File: config.mk
export PLATFORM = sky130hd
export DESIGN_NAME = vdq_device_flat
export DESIGN_NICKNAME = d
export VERILOG_FILES = /design/src/vdq_pkg.sv /design/src/vdq_if.sv /design/src/vdq_timer.sv /design/src/vdq_device.sv /design/src/flat_wrapper.sv
export SDC_FILE = /design/constraint.sdc
export NUM_CORES = 1
export LEC_CHECK = 0
export BUFFER_PORTS_ARGS = -buffer_cell sky130_fd_sc_hd__buf_2
export CAP_MARGIN = 20
export CORE_UTILIZATION = 56
export CTS_CLUSTER_SIZE = 24
export DETAILED_ROUTE_END_ITERATION = 8
export PLACE_DENSITY_LB_ADDON = 0.25
export SYNTH_ARGS = -nofsm -noshare
export SYNTH_HDL_FRONTEND = slang
export SYNTH_SLANG_ARGS = --single-unit
export TNS_END_PERCENT = 5
File: constraint.sdc
create_clock -name pclk -period 6.5 [get_ports pclk]
set_input_delay 0.975 -clock pclk [delete_from_list [all_inputs] [get_ports pclk]]
set_output_delay 0.975 -clock pclk [all_outputs]
set_load 0.005 [all_outputs]
File: src/vdq_pkg.sv
package vdq_pkg;
  // ------------------------------------------------------------
  // Command encodings on the carrier
  // ------------------------------------------------------------
  typedef enum logic [3:0] {
    VDQ_CMD_DES = 4'h0,
    VDQ_CMD_ACT = 4'h1,
    VDQ_CMD_WR = 4'h2,
    VDQ_CMD_WRA = 4'h3,
    VDQ_CMD_RD = 4'h4,
    VDQ_CMD_RDA = 4'h5,
    VDQ_CMD_PRE = 4'h6,
    VDQ_CMD_MRS = 4'h7,
    VDQ_CMD_REF = 4'h8
  } vdq_cmd_t;

  // ------------------------------------------------------------
  // Mode register selects and training-register fields
  // ------------------------------------------------------------
  localparam logic [2:0] VDQ_MR_PDA = 3'h3;      // Register holding per-device enable
  localparam logic [2:0] VDQ_MR_TRAIN = 3'h6;    // vref_training_control
  localparam int VDQ_PDA_BIT = 4;                // Per-device enable bit position
  localparam int VDQ_EN_BIT = 7;                 // Calibration enable bit
  localparam int VDQ_RANGE_BIT = 6;              // Range select bit
  localparam int VDQ_VAL_MSB = 5;                // Value field top bit
  localparam logic [7:0] VDQ_VAL_MASK = 8'h3f;   // Value field A5:A0

  // ------------------------------------------------------------
  // Timing (ns) at 50 MHz
  // ------------------------------------------------------------
  localparam int VDQ_CLK_NS = 20;
  localparam int VDQ_ENTRY_NS = 150;             // calibration_entry_delay
  localparam int VDQ_EXIT_NS = 150;              // calibration_exit_delay
  localparam int VDQ_SHORT_NS = 80;              // Short settling time
  localparam int VDQ_LONG_NS = 250;              // Long settling time
  localparam int VDQ_ENTRY_CYC = (VDQ_ENTRY_NS + VDQ_CLK_NS - 1) / VDQ_CLK_NS;
  localparam int VDQ_EXIT_CYC = (VDQ_EXIT_NS + VDQ_CLK_NS - 1) / VDQ_CLK_NS;
  localparam int VDQ_SHORT_CYC = (VDQ_SHORT_NS + VDQ_CLK_NS - 1) / VDQ_CLK_NS;
  localparam int VDQ_LONG_CYC = (VDQ_LONG_NS + VDQ_CLK_NS - 1) / VDQ_CLK_NS;
  localparam logic [5:0] VDQ_BIG_STEP = 6'h04;   // Value jump above this needs long wait

  // ------------------------------------------------------------
  // APB map of the controller
  // ------------------------------------------------------------
  localparam logic [7:0] VDQ_A_CTRL = 8'h00;     // [0] go, [1] range, [2] pda
  localparam logic [7:0] VDQ_A_VALUE = 8'h04;    // [5:0] next value to try
  localparam logic [7:0] VDQ_A_STATUS = 8'h08;   // [0] busy [1] in cal [2] err
  localparam logic [7:0] VDQ_A_OPREF = 8'h0c;    // [6:0] range and value registers, not read from the device
  localparam logic [7:0] VDQ_A_OP = 8'h10;       // [1:0] op: 1 update 2 exit 3 access
endpackage

File: src/vdq_if.sv
`timescale 1ns/1ps
`default_nettype none
// Command bus between controller and device
interface vdq_if;
  logic cmd_valid;          // One-cycle command strobe
  logic [3:0] cmd;          // Command code
  logic [2:0] mr_sel;       // Mode register select
  logic [7:0] mr_data;      // Mode register data A7:A0
  logic dq0;                // Per-device qualifier, low executes
  modport ctrl (output cmd_valid, cmd, mr_sel, mr_data, dq0);
  modport dev (input cmd_valid, cmd, mr_sel, mr_data, dq0);
endinterface
`default_nettype wire

File: src/vdq_timer.sv
`timescale 1ns/1ps
`default_nettype none
// Down counter that reports when a wait is over
module vdq_timer #(
  parameter int W = 8
) (
  input wire logic pclk,
  input wire logic presetn,
  input wire logic load,
  input wire logic [W-1:0] count,
  output logic busy
);
  logic [W-1:0] cnt; // Remaining cycles
  // ------------------------------------------------------------
  // Counter
  // ------------------------------------------------------------
  always_ff @(posedge pclk or negedge presetn) begin
    if (!presetn) begin
      cnt <= '0;
    end else if (load) begin
      cnt <= count;
    end else if (cnt != '0) begin
      cnt <= cnt - 1'b1;
    end
  end
  assign busy = (cnt != '0);
endmodule
`default_nettype wire

File: src/vdq_device.sv
`timescale 1ns/1ps
`default_nettype none
module vdq_device
  import vdq_pkg::*;
(
  input wire logic pclk,
  input wire logic presetn,
  vdq_if.dev bus,
  output logic cal_active,
  output logic ref_valid,
  output logic [6:0] dq_input_reference,
  output logic [6:0] trial_reference,
  output logic range_low_span,
  output logic dummy_write_seen,
  output logic proto_err
);
  // ------------------------------------------------------------
  // Decode
  // ------------------------------------------------------------
  typedef enum logic [1:0] {
    VDQ_D_IDLE = 2'b00,
    VDQ_D_CAL = 2'b01,
    VDQ_D_EXIT = 2'b10
  } vdq_dstate_t;

  vdq_dstate_t state; // Mode state
  vdq_dstate_t next_state; // Next mode state
  logic pda_mode; // Per-device programming enabled
  logic [1:0] open_banks; // Count of open rows, saturating small
  logic updated; // A value was set since entry
  logic long_step; // Last update needs long settle
  logic [5:0] last_val; // Last value written

  wire cv = bus.cmd_valid;
  wire is_mrs = cv && (bus.cmd == VDQ_CMD_MRS);
  wire pda_ok = !pda_mode || !bus.dq0; // Per-device qualifier
  wire mr6 = is_mrs && (bus.mr_sel == VDQ_MR_TRAIN) && pda_ok;
  wire mr3 = is_mrs && (bus.mr_sel == VDQ_MR_PDA) && pda_ok;
  wire en_bit = bus.mr_data[VDQ_EN_BIT];
  wire rng_bit = bus.mr_data[VDQ_RANGE_BIT];
  wire [5:0] val = bus.mr_data[VDQ_VAL_MSB:0];
  wire enter = mr6 && en_bit && (state == VDQ_D_IDLE);
  wire update = mr6 && en_bit && (state == VDQ_D_CAL);
  wire leave = mr6 && !en_bit && (state == VDQ_D_CAL);
  wire [5:0] diff = (val > last_val) ? (val - last_val) : (last_val - val);
  wire legal_cal = (bus.cmd == VDQ_CMD_DES) || (bus.cmd == VDQ_CMD_ACT) ||
                   (bus.cmd == VDQ_CMD_WR) || (bus.cmd == VDQ_CMD_WRA) ||
                   (bus.cmd == VDQ_CMD_RD) || (bus.cmd == VDQ_CMD_RDA) ||
                   (bus.cmd == VDQ_CMD_PRE) || mr6 || !pda_ok;
  wire pda_bad = pda_mode && !is_mrs && (bus.cmd != VDQ_CMD_DES);
  wire err_now = cv && (
    ((state == VDQ_D_CAL) && (!legal_cal || pda_bad)) ||
    (update && (rng_bit != trial_reference[VDQ_RANGE_BIT])) ||
    (leave && (open_banks != 2'd0)) ||
    ((state == VDQ_D_EXIT) && (bus.cmd != VDQ_CMD_DES)));
  wire settle_busy; // Settling after entry/update/exit
  wire [7:0] settle_cnt = enter ? 8'(VDQ_ENTRY_CYC) :
                          leave ? 8'(VDQ_EXIT_CYC) :
                          long_step ? 8'(VDQ_LONG_CYC) : 8'(VDQ_SHORT_CYC);
  wire [7:0] upd_cnt = (diff > VDQ_BIG_STEP) ? 8'(VDQ_LONG_CYC) : 8'(VDQ_SHORT_CYC);

  // ------------------------------------------------------------
  // Settling timer
  // ------------------------------------------------------------
  vdq_timer #(.W(8)) u_settle (
    .pclk(pclk),
    .presetn(presetn),
    .load(enter || update || leave),
    .count(update ? upd_cnt : settle_cnt),
    .busy(settle_busy)
  );

  // Next state
  always_comb begin
    next_state = state;
    case (state)
      VDQ_D_IDLE: if (enter) next_state = VDQ_D_CAL;
      VDQ_D_CAL: if (leave) next_state = VDQ_D_EXIT;
      VDQ_D_EXIT: if (!settle_busy) next_state = VDQ_D_IDLE;
      default: next_state = VDQ_D_IDLE;
    endcase
  end

  // ------------------------------------------------------------
  // Mode state and training register
  // ------------------------------------------------------------
  always_ff @(posedge pclk or negedge presetn) begin
    if (!presetn) begin
      state <= VDQ_D_IDLE;
      pda_mode <= 1'b0;
      trial_reference <= 7'h00;
      dq_input_reference <= 7'h00;
      updated <= 1'b0;
      long_step <= 1'b0;
      last_val <= 6'h00;
      dummy_write_seen <= 1'b0;
    end else begin
      state <= next_state;
      if (mr3) pda_mode <= bus.mr_data[VDQ_PDA_BIT];
      if (enter) begin
        trial_reference[VDQ_RANGE_BIT] <= rng_bit;
        updated <= 1'b0;
      end
      if (update) begin
        trial_reference[VDQ_VAL_MSB:0] <= val;
        last_val <= val;
        long_step <= (diff > VDQ_BIG_STEP);
        updated <= 1'b1;
      end
      // Writes before the first update are dummies, accepted silently outside per-device mode
      if (cv && state == VDQ_D_CAL && !updated && bus.cmd == VDQ_CMD_WR) begin
        dummy_write_seen <= 1'b1;
      end
      if (leave) dq_input_reference <= trial_reference;
    end
  end

  // ------------------------------------------------------------
  // Status outputs, all registered
  // ------------------------------------------------------------
  always_ff @(posedge pclk or negedge presetn) begin
    if (!presetn) begin
      cal_active <= 1'b0;
      ref_valid <= 1'b0;
      range_low_span <= 1'b0;
      proto_err <= 1'b0;
      open_banks <= 2'd0;
    end else begin
      cal_active <= (next_state != VDQ_D_IDLE);
      ref_valid <= !(enter || update || leave) && !settle_busy;
      range_low_span <= trial_reference[VDQ_RANGE_BIT];
      if (err_now) proto_err <= 1'b1;
      // Bank tracking is coarse: any ACT opens, PRE closes all
      if (cv && bus.cmd == VDQ_CMD_ACT && open_banks != 2'd3) begin
        open_banks <= open_banks + 2'd1;
      end else if (cv && bus.cmd == VDQ_CMD_PRE) begin
        open_banks <= 2'd0;
      end
    end
  end
endmodule
`default_nettype wire

File: src/flat_wrapper.sv
// flat-port wrapper written by rule: the top's interface ports become plain ports
module vdq_device_flat import vdq_pkg::*;
  (pclk, presetn, cal_active, ref_valid, dq_input_reference, trial_reference, range_low_span, dummy_write_seen, proto_err, bus_cmd_valid, bus_cmd, bus_mr_sel, bus_mr_data, bus_dq0);
  vdq_if bus_i ();
  input wire logic pclk;
  input wire logic presetn;
  output logic cal_active;
  output logic ref_valid;
  output logic [6:0] dq_input_reference;
  output logic [6:0] trial_reference;
  output logic range_low_span;
  output logic dummy_write_seen;
  output logic proto_err;
  input wire logic [$bits(bus_i.cmd_valid)-1:0] bus_cmd_valid;
  input wire logic [$bits(bus_i.cmd)-1:0] bus_cmd;
  input wire logic [$bits(bus_i.mr_sel)-1:0] bus_mr_sel;
  input wire logic [$bits(bus_i.mr_data)-1:0] bus_mr_data;
  input wire logic [$bits(bus_i.dq0)-1:0] bus_dq0;
  assign bus_i.cmd_valid = bus_cmd_valid;
  assign bus_i.cmd = bus_cmd;
  assign bus_i.mr_sel = bus_mr_sel;
  assign bus_i.mr_data = bus_mr_data;
  assign bus_i.dq0 = bus_dq0;
  vdq_device u_core (.pclk(pclk), .presetn(presetn), .bus(bus_i), .cal_active(cal_active), .ref_valid(ref_valid), .dq_input_reference(dq_input_reference), .trial_reference(trial_reference), .range_low_span(range_low_span), .dummy_write_seen(dummy_write_seen), .proto_err(proto_err));
endmodule
==> impl_metrics.json <==
{
  "drt-initial-drc-count": 136,
  "clk_path_buf_depth": 2,
  "ys_async_sr_fraction_pct": 100.0,
  "yosysSeqAreaShare_pct": 38.87,
  "worst_hold_path.num_cells": 2,
  "layout-drive-gt1-share_pct": 23.60,
  "syn_area_mm2": 0.002125,
  "leading_cell_types_in_the_layout_fill_and_taps_excluded": "37 x buf_2, 33 x dfrtp_1, 25 x nand2_1",
  "wl_mm": 4.249,
  "cp_data_required_time_ps": 6660,
  "capture_endpoint_of_the_worst_hold_path": "u_core.dq_input_reference[4]",
  "gr-usage-all-layers_pct": 23.70,
  "dr_total_vias": 1719,
  "slew_headroom_pct": 38.28,
  "postLayoutSetupSlackWorst_ps": 3655,
  "rows": 22,
  "antenna_left": 0,
  "most_frequent_standard_cell_in_the_layout_excluding_fill_and_tap_cells": "buf_2",
  "clkTransAtPathRegs_ps": 70,
  "syn_nets": 265,
  "setup.worst_path.class": "in -> reg",
  "power.density_mw_per_mm2": 229.8,
  "largest_cells_by_area_after_synthesis": "dfrtp_1 39%, ha_1 8.8%, nand2_1 4.4%",
  "arrival_ps": 3000,
  "post_cts_resize_count": 0,
  "final_cell_area_mm2": 0.002444,
  "unrepaired_setup_endpoints_after_global_routing": "no",
  "synth.lib_cells_used.distinct": 51,
  "cp_cell_sequence": "buf_2 -> inv_1 -> ha_1 -> nor2b_1 -> o31ai_1 -> mux2_2 -> nor4_1 -> o22ai_1 -> o21bai_1",
  "insertedDiodeCount": 0,
  "min_path_type": "reg -> reg",
  "global_route_wire_length_before_repair_mm": 7.362,
  "design.portCount": 38,
  "cts_sinks": 33,
  "setup_tns_ps": 0,
  "status": "finished, final reports clean",
  "die_h_um": 63.60,
  "crit_path_start": "bus_mr_data[1]",
  "cts_tree": "built",
  "startpoint_class": "input port",
  "cts_hold_buffers": 0,
  "flow.area_growth_from_synthesis_pct": 15.02,
  "cellInternalPower_w": 0.0004074,
  "r2r-end": "u_core.u_settle.cnt[0]",
  "effective_utilization_at_floorplan_pct": 58.03,
  "detail_route.first_pass.iterations": 4,
  "core_mm2": 0.003661,
  "place_congestion": 0.8395,
  "pin_count_of_the_biggest_net_entering_global_routing": 34,
  "route.detailed.vias_per_inst": 5.457,
  "maxcap_viol_count": 0,
  "synth_largest_type_area_fraction_pct": 38.87,
  "fin_crit_ps": 2845,
  "area_of_the_die_mm2": 0.004044,
  "grt.overflow.total": 0,
  "combinational_cell_fraction_of_total_power_pct": 19.0,
  "gate_count_of_the_mapped_netlist": 229,
  "final_core_utilization_pct": 66.75,
  "rr_startpoint": "u_core.last_val[0]",
  "static-leakage-power_nw": 1.167,
  "layout_worst_path_cycle_share_pct": 43.76,
  "crit_path_max_incr_delay_ps": 440,
  "yosys_top_cell_by_area": "dfrtp_1",
  "synth_seq_cells": 33,
  "hold_violations": 0,
  "finClkSkew_ps": 5.622,
  "synth_area_per_cell_um2": 9.277,
  "cts_inserted_buffers": 5,
  "avgRoutedWirePerCell_um": 13.49,
  "final-max-slew-violation-count": 0,
  "share_clk_of_total_power_pct": 35.4,
  "slowest_stage": "nor4_1",
  "first_global_vias": 1656,
  "worst-slew-pin-transition_ps": 922.4,
  "detailed_place.area_mm2": 0.002327,
  "reg2reg_setup_slack_ps": 4040,
  "final_nets": 302,
  "cts-root-buf": "clkbuf_8",
  "synth.yosys.warnings": 0,
  "worstSkewPairLatency_ps": 290,
  "report.final.setup_viol": 0,
  "fmax_mhz": 351.5,
  "initial_antenna_violation_count": 0,
  "cts_setup_buffers": 0,
  "postSynth.topFlopCell": "dfrtp_1",
  "r2r_cells": 9,
  "worst-path-max-fanout": 4,
  "power_w": 0.0005616,
  "p_sw_w": 0.0001541,
  "netSwitchingFraction_pct": 27.45,
  "buffer_ports.inserted": 37,
  "seq_power_share_pct": 45.6,
  "dp_hpwl_mm": 3.180,
  "vdd_ir_drop_max_mv": 0.1382,
  "drt_drc_violations_left": 0,
  "setup.worst_path.end_class": "register",
  "timing.hold.worst.start": "u_core.dq_input_reference[4]",
  "synth-edff-count": 0,
  "die_w_um": 63.60,
  "pre_cts_ws_ps": 3399,
  "ctsHtreeMaxLevel": 2
}
## state kept, by name, summed over array words and instances (netlist names), 2 cells and up
name / cells
u_core.dq_input_reference: 7
u_core.open_banks: 2
u_core.state: 2
u_core.u_settle.cnt: 8
u_core.last_val: 6
## metrics by stage
stage	hold WS (ps)	instances
global placement	455.7	307
finish	468.6	315
detailed placement	454.7	307
global route	500.9	315
floorplan	447.4	229
CTS	469.7	315
## cell type report
cell class,count,area (um^2)
clock buffers,7,86.33
clock inverters,1,30.03
fillers,309,1217
inverters,17,63.81
multi-input cells,172,1192
flip-flops and latches,33,825.8
well taps,48,60.06
repair buffers,37,185.2
## synth_stat cells, drive strengths merged (4+ instances only)
cell / n
nand4: 4
o22ai: 4
nor2: 19
nor3: 8
dfrtp: 33
o21ai: 16
nand3: 4
nand2: 25
xnor2: 4
xor2: 6
nor2b: 6
mux2: 4
a21oi: 11
clkbuf: 4
nand2b: 8
ha: 15
inv: 17
## worst max-delay path: cells and delay by family
kind            cells  cell delay (ps)
simple gates        2              600
compound gates      3              520
mux                 1              370
fa+ha+maj           1              330
buf+inv             2              210
## layer usage
metal | wire length (um) | track usage [%] | up-vias
li1 | - | - | 865
met1 | 1930 | 29.30 | 813
met2 | 2070 | 39.76 | 36
met3 | 181 | 5.797 | 5
met4 | 67 | 8.523 | 0
met5 | 0 | 0 | -
## power groups by stage
stage / registers (W) / clock network (W) / logic (W)
2_1_floorplan: 0.000254 / 0 / 0.0000776
6_report: 0.000256 / 0.000199 / 0.000107
5_1_grt: 0.000259 / 0.000210 / 0.000123
3_5_place_dp: 0.000260 / 0 / 0.000105
4_1_cts: 0.000256 / 0.000203 / 0.000108
3_3_place_gp: 0.000258 / 0 / 0.000101
## kinds of logic after synthesis
logic type,count (synthesis),share of synthesized area [%]
flip-flops,33,38.87
buffers and inverters,24,5.005
AND/OR/NAND/NOR,91,22.62
XOR/XNOR,10,4.122
multiplexers,5,2.768
adder cells (fa/ha/maj),17,10.72
AO/OA/AOI/OAI,49,15.90
## how the worst max path moves through the flow
stage | to | cells after the start
floorplan | u_core.u_settle.cnt[0] | 8
global placement | u_core.u_settle.cnt[0] | 9
detailed placement | u_core.u_settle.cnt[0] | 9
CTS | u_core.u_settle.cnt[0] | 9
global route | u_core.u_settle.cnt[3] | 7
finish | u_core.u_settle.cnt[0] | 9
No activity file was read; power rests on OpenSTA's default activity.
